### config.mk
export PLATFORM = sky130hd
export DESIGN_NAME = ir_serial_port_config
export DESIGN_NICKNAME = d
export VERILOG_FILES = /design/src/logic/ispc_pkg.sv /design/src/logic/ispc_blank_if.sv /design/src/logic/ir_serial_port_config.sv /design/src/logic/ispc_blank_timer.sv
export SDC_FILE = /design/constraint.sdc
export NUM_CORES = 1
export LEC_CHECK = 0
export BUFFER_PORTS_ARGS = -buffer_cell sky130_fd_sc_hd__buf_2
export CAP_MARGIN = 0
export CORE_MARGIN = 5
export CORE_UTILIZATION = 60
export CTS_CLUSTER_DIAMETER = 200
export CTS_CLUSTER_SIZE = 24
export DETAILED_ROUTE_END_ITERATION = 10
export PLACE_DENSITY_LB_ADDON = 0.08
export SLEW_MARGIN = 5
export SYNTH_ARGS = -nofsm -noshare
export SYNTH_HDL_FRONTEND = slang
export SYNTH_SLANG_ARGS = --single-unit
### constraint.sdc
create_clock -name ref_clk -period 3.6 [get_ports ref_clk]
set_clock_uncertainty 0.05 [all_clocks]
set_input_delay 0.18 -clock ref_clk [delete_from_list [all_inputs] [get_ports ref_clk]]
set_output_delay 0.18 -clock ref_clk [all_outputs]
set_load 0.005 [all_outputs]
### src/logic/ispc_pkg.sv
package ispc_pkg;
    // ==========================================
    // Register map
    localparam logic [7:0] ADDR_MODE = 8'hf0;
    localparam logic [7:0] ADDR_OPT = 8'hf1;
    localparam logic [7:0] ADDR_TMO = 8'hf2;
    localparam logic [7:0] MODE_RESET = 8'h00;
    localparam logic [7:0] OPT_RESET = 8'h02;
    localparam logic [7:0] TMO_RESET = 8'h03;
    localparam logic [7:0] MODE_WMASK = 8'h03;
    localparam logic [7:0] OPT_WMASK = 8'h7f;
    localparam logic [7:0] READ_ZERO = 8'h00;
    // ==========================================
    // Field positions
    localparam int MODE_MIDI_BIT = 0;
    localparam int MODE_HS_BIT = 1;
    localparam int OPT_RXPOL_BIT = 0;
    localparam int OPT_TXPOL_BIT = 1;
    localparam int OPT_DUPLEX_BIT = 2;
    localparam int OPT_MODE_LSB = 3;
    localparam int OPT_MODE_MSB = 5;
    localparam int OPT_MUX_BIT = 6;
    // ==========================================
    // Protocol codes
    localparam logic [2:0] IRM_STANDARD = 3'h0;
    localparam logic [2:0] IRM_IRDA = 3'h1;
    localparam logic [2:0] IRM_ASK = 3'h2;
    // ==========================================
    // Line levels and pin indices
    localparam logic UART_IDLE = 1'h1;
    localparam logic RX_NO_PULSE = 1'h0;
    localparam int PIN_SECOND = 0;
    localparam int PIN_ALT = 1;
    // ==========================================
    // Timing
    localparam int CLK_PERIOD_NS = 10;
    localparam int STEP_TIME_NS = 100000;
    localparam int STEP_CYCLES = (STEP_TIME_NS + CLK_PERIOD_NS - 1) / CLK_PERIOD_NS;
    localparam int CYC_W = 14;
    // ==========================================
    // Blanking timer states
    typedef enum logic [1:0] {
        ISPC_IDLE,
        ISPC_HOLD,
        ISPC_EXTEND
    } ispc_blank_state_t;
endpackage : ispc_pkg

### src/logic/ispc_blank_if.sv
`timescale 1ns/1ns
`default_nettype none
interface ispc_blank_if;
    logic start;
    logic [7:0] steps;
    logic busy;
    modport ctrl (output start, output steps, input busy);
    modport timer (input start, input steps, output busy);
endinterface : ispc_blank_if
`default_nettype wire

### src/logic/ir_serial_port_config.sv
// The plain strobed port was left to the implementer.
`timescale 1ns/1ns
`default_nettype none
module ir_serial_port_config
    import ispc_pkg::*;
#(
    parameter int STEP_LEN = STEP_CYCLES
) (
    // Clock and reset
    input wire logic ref_clk,
    input wire logic reset,
    // Register port
    input wire logic [7:0] regAddr,
    input wire logic [7:0] regWrData,
    input wire logic regWrStrobe,
    input wire logic regRdStrobe,
    output logic [7:0] regRdData,
    // Serial port side
    input wire logic uartTxd,
    input wire logic irTxPulse,
    input wire logic txBusy,
    output logic rxToPort,
    // Configuration and status outputs
    output logic midiEnable,
    output logic highSpeedEnable,
    output logic [2:0] irMode,
    output logic halfDuplex,
    output logic rxBlanked,
    // Pins
    input wire logic second_port_receive_pin,
    input wire logic alternate_optical_receive_pin,
    output logic second_port_transmit_pin,
    output logic alternate_optical_transmit_pin
);
    // ==========================================
    // Register file
    logic [7:0] modeReg_r, modeReg_nxt;
    logic [7:0] optReg_r, optReg_nxt;
    logic [7:0] tmoReg_r, tmoReg_nxt;
    logic [7:0] rdData_r, rdData_nxt;

    always_comb begin
        modeReg_nxt = modeReg_r;
        optReg_nxt = optReg_r;
        tmoReg_nxt = tmoReg_r;
        rdData_nxt = READ_ZERO;
        if (regWrStrobe) begin
            case (regAddr)
                ADDR_MODE: modeReg_nxt = regWrData & MODE_WMASK;
                ADDR_OPT: optReg_nxt = regWrData & OPT_WMASK;
                ADDR_TMO: tmoReg_nxt = regWrData;
                default: begin
                end
            endcase
        end
        if (regRdStrobe) begin
            case (regAddr)
                ADDR_MODE: rdData_nxt = modeReg_r;
                ADDR_OPT: rdData_nxt = optReg_r;
                ADDR_TMO: rdData_nxt = tmoReg_r;
                default: rdData_nxt = READ_ZERO;
            endcase
        end
    end

    always_ff @(posedge ref_clk) begin
        if (reset) begin
            modeReg_r <= MODE_RESET;
            optReg_r <= OPT_RESET;
            tmoReg_r <= TMO_RESET;
            rdData_r <= READ_ZERO;
        end else begin
            modeReg_r <= modeReg_nxt;
            optReg_r <= optReg_nxt;
            tmoReg_r <= tmoReg_nxt;
            rdData_r <= rdData_nxt;
        end
    end

    assign regRdData = rdData_r;
    assign midiEnable = modeReg_r[MODE_MIDI_BIT];
    assign highSpeedEnable = modeReg_r[MODE_HS_BIT];
    assign irMode = optReg_r[OPT_MODE_MSB:OPT_MODE_LSB];
    assign halfDuplex = optReg_r[OPT_DUPLEX_BIT];

    // ==========================================
    // Receive pin synchronisers
    logic [1:0] rxPins;
    logic [1:0] rxSync1_r, rxSync2_r, rxSync3_r, rxStable_r;
    logic [1:0] rxStable_nxt;

    assign rxPins = {alternate_optical_receive_pin, second_port_receive_pin};

    always_comb begin
        rxStable_nxt = rxStable_r;
        for (int i = 0; i < 2; i++) begin
            if (rxSync2_r[i] == rxSync3_r[i]) begin
                rxStable_nxt[i] = rxSync3_r[i];
            end
        end
    end

    always_ff @(posedge ref_clk) begin
        if (reset) begin
            rxSync1_r <= {2{UART_IDLE}};
            rxSync2_r <= {2{UART_IDLE}};
            rxSync3_r <= {2{UART_IDLE}};
            rxStable_r <= {2{UART_IDLE}};
        end else begin
            rxSync1_r <= rxPins;
            rxSync2_r <= rxSync1_r;
            rxSync3_r <= rxSync2_r;
            rxStable_r <= rxStable_nxt;
        end
    end

    // ==========================================
    // Half-duplex blanking timer
    ispc_blank_if blk ();

    assign blk.start = optReg_r[OPT_DUPLEX_BIT] & txBusy;
    assign blk.steps = tmoReg_r;

    ispc_blank_timer #(
        .STEP_LEN(CYC_W'(STEP_LEN))
    ) u_timer (
        .ref_clk(ref_clk),
        .reset(reset),
        .blk(blk.timer)
    );

    // ==========================================
    // Pin routing and polarity
    logic irOn;
    logic muxAlt;
    logic txLow;
    logic rxLow;
    logic blankNow;
    logic rxSel;
    logic txLevel;
    logic sp2Tx_r, sp2Tx_nxt;
    logic altTx_r, altTx_nxt;
    logic rxOut_r, rxOut_nxt;
    logic blank_r, blank_nxt;

    assign irOn = (irMode == IRM_IRDA) || (irMode == IRM_ASK);
    assign muxAlt = optReg_r[OPT_MUX_BIT];
    assign txLow = optReg_r[OPT_TXPOL_BIT];
    assign rxLow = optReg_r[OPT_RXPOL_BIT];
    assign blankNow = optReg_r[OPT_DUPLEX_BIT] & (txBusy | blk.busy);
    assign rxSel = muxAlt ? rxStable_r[PIN_ALT] : rxStable_r[PIN_SECOND];
    assign txLevel = irTxPulse ^ txLow;

    always_comb begin
        sp2Tx_nxt = uartTxd;
        altTx_nxt = txLow;
        rxOut_nxt = rxStable_r[PIN_SECOND];
        blank_nxt = 1'h0;
        if (irOn) begin
            blank_nxt = blankNow;
            if (muxAlt) begin
                sp2Tx_nxt = UART_IDLE;
                altTx_nxt = txLevel;
            end else begin
                sp2Tx_nxt = txLevel;
                altTx_nxt = txLow;
            end
            if (blankNow) begin
                rxOut_nxt = RX_NO_PULSE;
            end else begin
                rxOut_nxt = rxSel ^ rxLow;
            end
        end
    end

    always_ff @(posedge ref_clk) begin
        if (reset) begin
            sp2Tx_r <= UART_IDLE;
            altTx_r <= OPT_RESET[OPT_TXPOL_BIT];
            rxOut_r <= UART_IDLE;
            blank_r <= 1'h0;
        end else begin
            sp2Tx_r <= sp2Tx_nxt;
            altTx_r <= altTx_nxt;
            rxOut_r <= rxOut_nxt;
            blank_r <= blank_nxt;
        end
    end

    assign second_port_transmit_pin = sp2Tx_r;
    assign alternate_optical_transmit_pin = altTx_r;
    assign rxToPort = rxOut_r;
    assign rxBlanked = blank_r;
endmodule : ir_serial_port_config
`default_nettype wire

### src/logic/ispc_blank_timer.sv
`timescale 1ns/1ns
`default_nettype none
module ispc_blank_timer
    import ispc_pkg::*;
#(
    parameter logic [CYC_W-1:0] STEP_LEN = CYC_W'(STEP_CYCLES)
) (
    // Clock and reset
    input wire logic ref_clk,
    input wire logic reset,
    // Control side
    ispc_blank_if.timer blk
);
    // ==========================================
    // Step counter
    ispc_blank_state_t state_r, state_nxt;
    logic [7:0] stepsLeft_r, stepsLeft_nxt;
    logic [CYC_W-1:0] cyc_r, cyc_nxt;
    logic busy_r, busy_nxt;

    always_comb begin
        state_nxt = state_r;
        stepsLeft_nxt = stepsLeft_r;
        cyc_nxt = cyc_r;
        busy_nxt = busy_r;
        case (state_r)
            ISPC_IDLE, ISPC_HOLD: begin
                if (blk.start) begin
                    state_nxt = ISPC_HOLD;
                    busy_nxt = 1'h1;
                    stepsLeft_nxt = blk.steps;
                    cyc_nxt = STEP_LEN - CYC_W'(1);
                end else if (state_r == ISPC_HOLD && stepsLeft_r != 8'h00) begin
                    state_nxt = ISPC_EXTEND;
                end else begin
                    state_nxt = ISPC_IDLE;
                    busy_nxt = 1'h0;
                end
            end
            ISPC_EXTEND: begin
                if (blk.start) begin
                    state_nxt = ISPC_HOLD;
                    stepsLeft_nxt = blk.steps;
                    cyc_nxt = STEP_LEN - CYC_W'(1);
                end else if (cyc_r != CYC_W'(0)) begin
                    cyc_nxt = cyc_r - CYC_W'(1);
                end else if (stepsLeft_r > 8'h01) begin
                    stepsLeft_nxt = stepsLeft_r - 8'h01;
                    cyc_nxt = STEP_LEN - CYC_W'(1);
                end else begin
                    stepsLeft_nxt = 8'h00;
                    state_nxt = ISPC_IDLE;
                    busy_nxt = 1'h0;
                end
            end
            default: begin
                state_nxt = ISPC_IDLE;
                busy_nxt = 1'h0;
            end
        endcase
    end

    always_ff @(posedge ref_clk) begin
        if (reset) begin
            state_r <= ISPC_IDLE;
            stepsLeft_r <= 8'h00;
            cyc_r <= '0;
            busy_r <= 1'h0;
        end else begin
            state_r <= state_nxt;
            stepsLeft_r <= stepsLeft_nxt;
            cyc_r <= cyc_nxt;
            busy_r <= busy_nxt;
        end
    end

    assign blk.busy = busy_r;
endmodule : ispc_blank_timer
`default_nettype wire

==> summary.txt, run 1 <==
Final layout
  • Layout Nets: slightly above 400
  • Layout cells sized above 1: approximately a fifth
  • Layout area overhead: 17.99%
  • N_diodes: 0
  • Final Cell Area: around 3400 um^2
  • Final non-filler cell total: roughly 440

GRT
  • Initial antenna violation count: 0
  • First-pass GRT wire length: about 12000 um
  • Tot GR Track Use: around a quarter
  • Number of global-route vias before repair: around 2500
  • Largest net degree at the start of global routing: 43
  • Gr ovfl total: 0

Synthesis
  • Async S/R FF share, synth: 0%
  • Top cells by area, synth: dfxtp_1 (44%), a21oi_1 (6.3%), nor2_1 (5.0%)
  • Mapped cell area: about 2800 um^2
  • Post-synth top area share: between 40% and 50%
  • Synth top cells by count: dfxtp_1 (62), nor2_1 (38), a21oi_1 (36)
  • Number of synthesized flops with an enable pin: 0
  • Register area share after synthesis: 43.64%
  • Mean area per synthesized cell: a little over 8 um^2
  • Synth warnings: 0
  • Unique masters post-synth: 44
  • Yosys top cell by area: dfxtp_1
  • Synth Register Bits: between 60 and 70
  • Dominant synthesized flop cell: dfxtp_1
  • Cells after synthesis: around 340
  • Mapped Nets: roughly 370
  • Most numerous cell in the Yosys netlist: dfxtp_1

STA
  • Worst hold slack: around 0.044 ns
  • Hold Vio Cnt, Final: 0
  • Slew HR: about two fifths
  • Fmax: ~0.34 GHz
  • Crit share post-route: between 80% and 90%
  • Fin. max-slew vios: 0
  • Final critical-path required period: 2.926 ns
  • Setup TNS: 0 ns
  • Final-report setup violation count: 0
  • RSZ-0062 raised after global routing: false
  • Slew @ Worst Pin: just under 0.9 ns

Floorplanning
  • Core area: 4661 um^2
  • Die span in y: 78.85 um
  • Initial Util: 61.02%
  • I/O pin count: 43
  • Die area: approximately 6200 um^2
  • Row cnt: 25
  • Die outline width: between 70 and 80 um

Job
  • Number of max-cap violations: 0

Detailed routing
  • Drt wl/cell: roughly 16 um
  • Vias: 2704
  • Initial detailed-routing violation count: between 200 and 250
  • ANT nets after route: 0
  • DRC: 0
  • DRT Pass-1 Iters: 5
  • Vias/cell: a little over 6
  • WL final: 7103 um

Clocking
  • Max Root-Sink Buffers: 2
  • Clock-pin slew on the worst setup and hold paths: approximately 0.070 ns
  • Hold_buf cts: 2
  • PostCTS Resize Cnt: 0
  • Worst skew pair latency: approximately 0.35 ns
  • Postcts setup bufs: 0
  • CTS Sinks: 62
  • CTS HTree Levels: 3
  • TritonCTS clock tree: done
  • Cts bufs inserted: 9
  • Clk root buf: clkbuf_8

Worst hold path
  • Hold Crit Class: in2reg

Pwr
  • PwrDens: between 400 and 500 nW/um^2
  • Psw: a little over 300 uW
  • Pleak: roughly 1.2 nW
  • Int Power: about 1.3 mW
  • IR Drop Worst-Case VDD: about 340 uV
  • Clock share of power: 52.8%
  • Sequential share of power: 44.1%
  • Switching share of total power: around a fifth
  • Comb pwr share: about 3.0%

Critical path
  • Critical Path Max Stage Delay: between 0.6 and 0.7 ns
  • Crit-path cells: inv_1, ha_1, nor4b_1, nand4b_1, a21oi_2, o21ai_0, a21oi_1
  • Crit path launch type: flop
  • Crit path DAT: between 3 and 4 ns
  • Critical Path RT: 3.81 ns
  • Critical path peak fanout: 12
  • Flop-to-flop setup slack: 0.67 ns
  • CP endpoint kind: flop
  • Worst path slowest cell: nor4b_1
  • Path type of the worst setup path: reg2reg

Placed design
  • DP Area: roughly 3100 um^2
  • Dpl cells: roughly 420
  • Hpwl dp: 4720 um
  • Buffers on Ports: 42
  • Placer Congestion: roughly 0.9

Run status
  • Status: finished clean
kinds of logic after synthesis:
logic type	Yosys count	share of synthesized area, %
DFF	62	43.64
xor gates and xnor gates	10	3.079
muxes	2	0.7039
and+or+nand+nor	148	26.44
adders and majority gates	3	1.320
buffers and inverters	24	3.652
AOI/OAI and AO/OA	94	21.16
critical path: cells and delay by family, from the launching register on:
kind	cells	cell delay [ns]
AND/OR/NAND/NOR	2	1.28
AO/OA/AOI/OAI	3	0.91
flip-flops	1	0.33
adder cells (fa/ha/maj)	1	0.22
buffers and inverters	1	0.06
sequential cells by signal, summed over array words and instances, names as in the netlist, 7 cells and up:
signal               cells
blk.steps                8
optReg_r                 7
regRdData                8
u_timer.cyc_r           14
u_timer.stepsLeft_r      8
power groups by stage:
| stage | registers [mW] | logic, mW | clock network (mW) |
|---|---|---|---|
| floorplan | 0.706 | 0.0211 | 0 |
| detailed placement | 0.706 | 0.0446 | 0 |
| global placement | 0.706 | 0.0447 | 0 |
| finish | 0.691 | 0.0474 | 0.827 |
| global route | 0.691 | 0.0522 | 0.876 |
| CTS | 0.691 | 0.0467 | 0.828 |
worst paths after layout:
check                           startpoint                             endpoint  cells past startpoint
max reg2reg  u_timer.cyc_r[0]$_SDFFE_PP0P_  u_timer.stepsLeft_r[5]$_SDFFE_PP0P_                      7
min reg2reg        rxSync1_r[0]$_SDFF_PP1_              rxSync2_r[0]$_SDFF_PP1_                      1
max          u_timer.cyc_r[0]$_SDFFE_PP0P_  u_timer.stepsLeft_r[5]$_SDFFE_PP0P_                      7
min                           regWrData[3]            blk.steps[3]$_SDFFE_PP0P_                      3
stage by stage:
stage | util (%) | setup WS [ns] | power [mW]
finish | 72.00 | 0.6745 | 1.566
global route | 72.00 | 0.5754 | 1.619
CTS | 72.00 | 0.7289 | 1.565
detailed placement | 65.77 | 1.025 | 0.7511
global placement | 65.77 | 1.227 | 0.7510
floorplan | - | 1.570 | 0.7272
area by class of cell:
class / count / area (um^2)
inverter: 5 / 18.77
timing repair buffer: 47 / 252.7
clock buffer: 10 / 137.6
fill: 364 / 1305
clock inverter: 6 / 132.6
tap: 54 / 67.56
sequential: 62 / 1241
multi-input combinational: 257 / 1505
routing by layer:
metal	vias to the layer above	share of wire (%)	routed length, um	global-route usage [%]
li1	1310	-	-	-
met1	1274	45	3163	31.60
met2	106	46	3283	39.30
met3	14	7.6	542	7.029
met4	0	1.6	112	8.763
met5	-	0	0	0
cells in the final DEF (no fill, tap or decap), drive strengths merged, types with 3 or more instances in the layout:
cell,count
a2111oi,3
a211oi,9
a21oi,37
a22oi,6
and2,5
buf,45
bufinv,4
clkbuf,10
dfxtp,62
ha,3
inv,5
nand2,32
nand2b,3
nand3,24
nor2,38
nor2b,4
nor3,13
nor4b,5
o211ai,4
o21ai,21
o31ai,4
or2,8
or3,4
xor2,10
Note: power is estimated with default switching activity, not from simulation.
==> inputs of run 2 (changes only) <==
--- a/config.mk
+++ b/config.mk
@@ -8,7 +8,7 @@
 export BUFFER_PORTS_ARGS = -buffer_cell sky130_fd_sc_hd__buf_2
 export CAP_MARGIN = 0
 export CORE_MARGIN = 5
-export CORE_UTILIZATION = 60
+export CORE_UTILIZATION = 56
 export CTS_CLUSTER_DIAMETER = 200
 export CTS_CLUSTER_SIZE = 24
 export DETAILED_ROUTE_END_ITERATION = 10
==> constraint.sdc (replaced) <==
create_clock -name ref_clk -period 2.7 [get_ports ref_clk]
set_clock_uncertainty 0.05 [all_clocks]
set_input_delay 0.135 -clock ref_clk [delete_from_list [all_inputs] [get_ports ref_clk]]
set_output_delay 0.135 -clock ref_clk [all_outputs]
set_load 0.005 [all_outputs]
==> summary.txt, run 2 (synthesis results as in run 1) <==
Clocking
  • TritonCTS clock tree: done
  • Clock-pin slew on the worst setup and hold paths: 0.07 ns (about the same)
  • Worst skew pair latency: 0.34 ns (about the same)
  • Postcts setup bufs: 0 (unchanged)
  • Clk root buf: clkbuf_8
  • CTS HTree Levels: 3 (unchanged)
  • PostCTS Resize Cnt: 0 (unchanged)
  • Max Root-Sink Buffers: 2 (unchanged)
  • Cts bufs inserted: 9 (unchanged)
  • CTS Sinks: 62 (unchanged)
  • Hold_buf cts: 3 (+1)

Placed design
  • Hpwl dp: 4796 um (+1.6%)
  • Placer Congestion: 0.8916 (+1.2%)
  • Buffers on Ports: 42 (unchanged)

Worst hold path
  • Hold Crit Start: regWrData[2]
  • Hold Crit Class: in2reg

GRT
  • Tot GR Track Use: 22.20% (-2.3 points)
  • Met3 Use GR: 4.324% (-2.7 points)
  • GR peak layer: met2
  • Number of global-route vias before repair: 2403 (-4.1%)
  • Gr ovfl total: 0 (unchanged)
  • Initial antenna violation count: 0 (unchanged)
  • Grt met2 use: 35.10% (-4.2 points)
  • Largest net degree at the start of global routing: 42 (-2.3%)
  • First-pass GRT wire length: 11250 um (-6.8%)
  • GR Util met1: 29.05% (-2.5 points)

Floorplanning
  • Row cnt: 26 (+4.0%)
  • Die area: 6604 um^2 (+6.2%)
  • I/O pin count: 43 (unchanged)
  • Core area: 5010 um^2 (+7.5%)
  • Die outline width: 81.27 um (+3.1%)
  • Initial Util: 56.77% (-4.3 points)
  • Die span in y: 81.27 um (+3.1%)

Pwr
  • Switching share of total power: 20.34% (+0.54 points)
  • Int Power: 1.656 mW (+32%)
  • Clock share of power: 52.6% (-0.2 points)
  • PwrDens: 610.2 nW/um^2 (+31%)
  • Sequential share of power: 44.3% (+0.2 points)
  • Comb pwr share: 3.1% (about the same)
  • Overall power: 2.079 mW (+33%)
  • Pleak: 1.262 nW (+1.1%)
  • IR Drop Worst-Case VDD: 368.1 uV (+7.8%)
  • Psw: 422.8 uW (+36%)

Final layout
  • Layout area overhead: 19.80%
  • N_diodes: 0 (unchanged)
  • Commonest non-fill, non-tap cell in the layout: dfxtp_1
  • Most frequent cells in the layout: dfxtp_1 (62), buf_2 (42), nor2_1 (38)
  • Reg with most FFs: u_timer.cyc_r
  • Layout cells sized above 1: 20.46% (+0.56 points)
  • Number of flip-flops in the largest register: 14 (unchanged)
  • Layout Nets: 414 (+0.98%)
  • Core Util, Final: 68.01% (-4.0 points)

STA
  • Crit share post-route: 89.36% (+8.1 points)
  • Fmax: 0.4145 GHz (+21%)
  • RSZ-0062 raised after global routing: false
  • Fin. max-slew vios: 0 (unchanged)
  • Hold Vio Cnt, Final: 0 (unchanged)
  • Setup TNS: 0 ns (unchanged)
  • Final critical-path required period: 2.413 ns (-0.5129 ns)
  • Final-report setup violation count: 0 (unchanged)
  • Slew HR: 38.55% (-2.1 points)
  • Slew @ Worst Pin: 0.9199 ns (+0.03119 ns)

Detailed routing
  • Drt wl/cell: 14.81 um (-8.1%)
  • WL final: 6827 um (-3.9%)
  • ANT nets after route: 0 (unchanged)
  • Initial detailed-routing violation count: 156 (-35%)
  • Vias/cell: 5.653 (-7.8%)
  • DRC: 0 (unchanged)
  • Vias: 2606 (-3.6%)
  • DRT Pass-1 Iters: 4 (-1)

Critical path
  • Path type of the worst setup path: reg2reg
  • CP endpoint kind: flop
  • Critical Path RT: 2.92 ns (-0.89 ns)
  • Worst setup startpoint: u_timer.cyc_r[0]$_SDFFE_PP0P_
  • Crit path launch type: flop
  • Crit path DAT: 2.63 ns (-0.50 ns)
  • Critical path peak fanout: 12 (unchanged)
  • Crit Reg-Reg Startpoint: u_timer.cyc_r[0]$_SDFFE_PP0P_

Run status
  • Status: finished clean

Job
  • Number of max-cap violations: 0 (unchanged)
-- run 2: cell count changes in the layout (fill, tap and decap cells not counted), sizes merged --
cell / before / now
inv: 5 / 6
clkbuf: 10 / 9
buf: 45 / 48
dlygate4sd3: 2 / 3
-- run 2: metrics by stage --
| stage | setup WS, ns | hold slack [ns] | instance area, um^2 | instances |
|---|---|---|---|---|
| after floorplan | 0.6703 | 0.1888 | 2844 | 343 |
| after global placement | 0.4756 | 0.2685 | 3108 | 442 |
| after detailed placement | 0.3172 | 0.2712 | 3108 | 442 |
| after CTS | 0.3050 | 0.001825 | 3407 | 461 |
| after global routing | 0.06290 | 0.009658 | 3407 | 461 |
| final | 0.2873 | 0.005375 | 3407 | 461 |
-- run 2: area by class of cell --
| type | count | area, um^2 |
|---|---|---|
| fill | 457 | 1603 |
| clock inverter | 7 | 145.1 |
| sequential | 62 | 1241 |
| timing repair buffer | 51 | 285.3 |
| tap | 70 | 87.58 |
| inverter | 5 | 18.77 |
| clock buffer | 9 | 123.9 |
| multi-input combinational | 257 | 1505 |
-- run 2: power groups by stage --
stage | Combinational (mW) | Clock, mW | Sequential (mW)
floorplan | 0.0281 | 0 | 0.942
global placement | 0.0595 | 0 | 0.942
detailed placement | 0.0597 | 0 | 0.942
CTS | 0.0638 | 1.10 | 0.921
global route | 0.0694 | 1.16 | 0.921
finish | 0.0643 | 1.09 | 0.921
-- run 2: critical path, cell delays in order (launching register included) --
cell,delay [ns]
dfxtp_1,0.34
inv_1,0.06
ha_1,0.20
nor4b_1,0.37
nand4b_1,0.49
a21oi_2,0.48
o21ai_0,0.19
a21oi_1,0.16
-- run 2: final timing paths --
check,depth (start not counted),endpoint,slack (ns)
max,7,u_timer.cyc_r[9]$_SDFFE_PP0P_,0.29
min,3,optReg_r[2]$_SDFFE_PP0P_,0.005
max reg2reg,7,u_timer.cyc_r[9]$_SDFFE_PP0P_,0.29
min reg2reg,1,rxSync2_r[0]$_SDFF_PP1_,0.36
-- run 2: routing by layer --
layer,share of wire [%],vias to the layer above
li1,-,1318
met1,47,1190
met2,45,81
met3,6.1,17
met4,2.2,0
met5,0,-
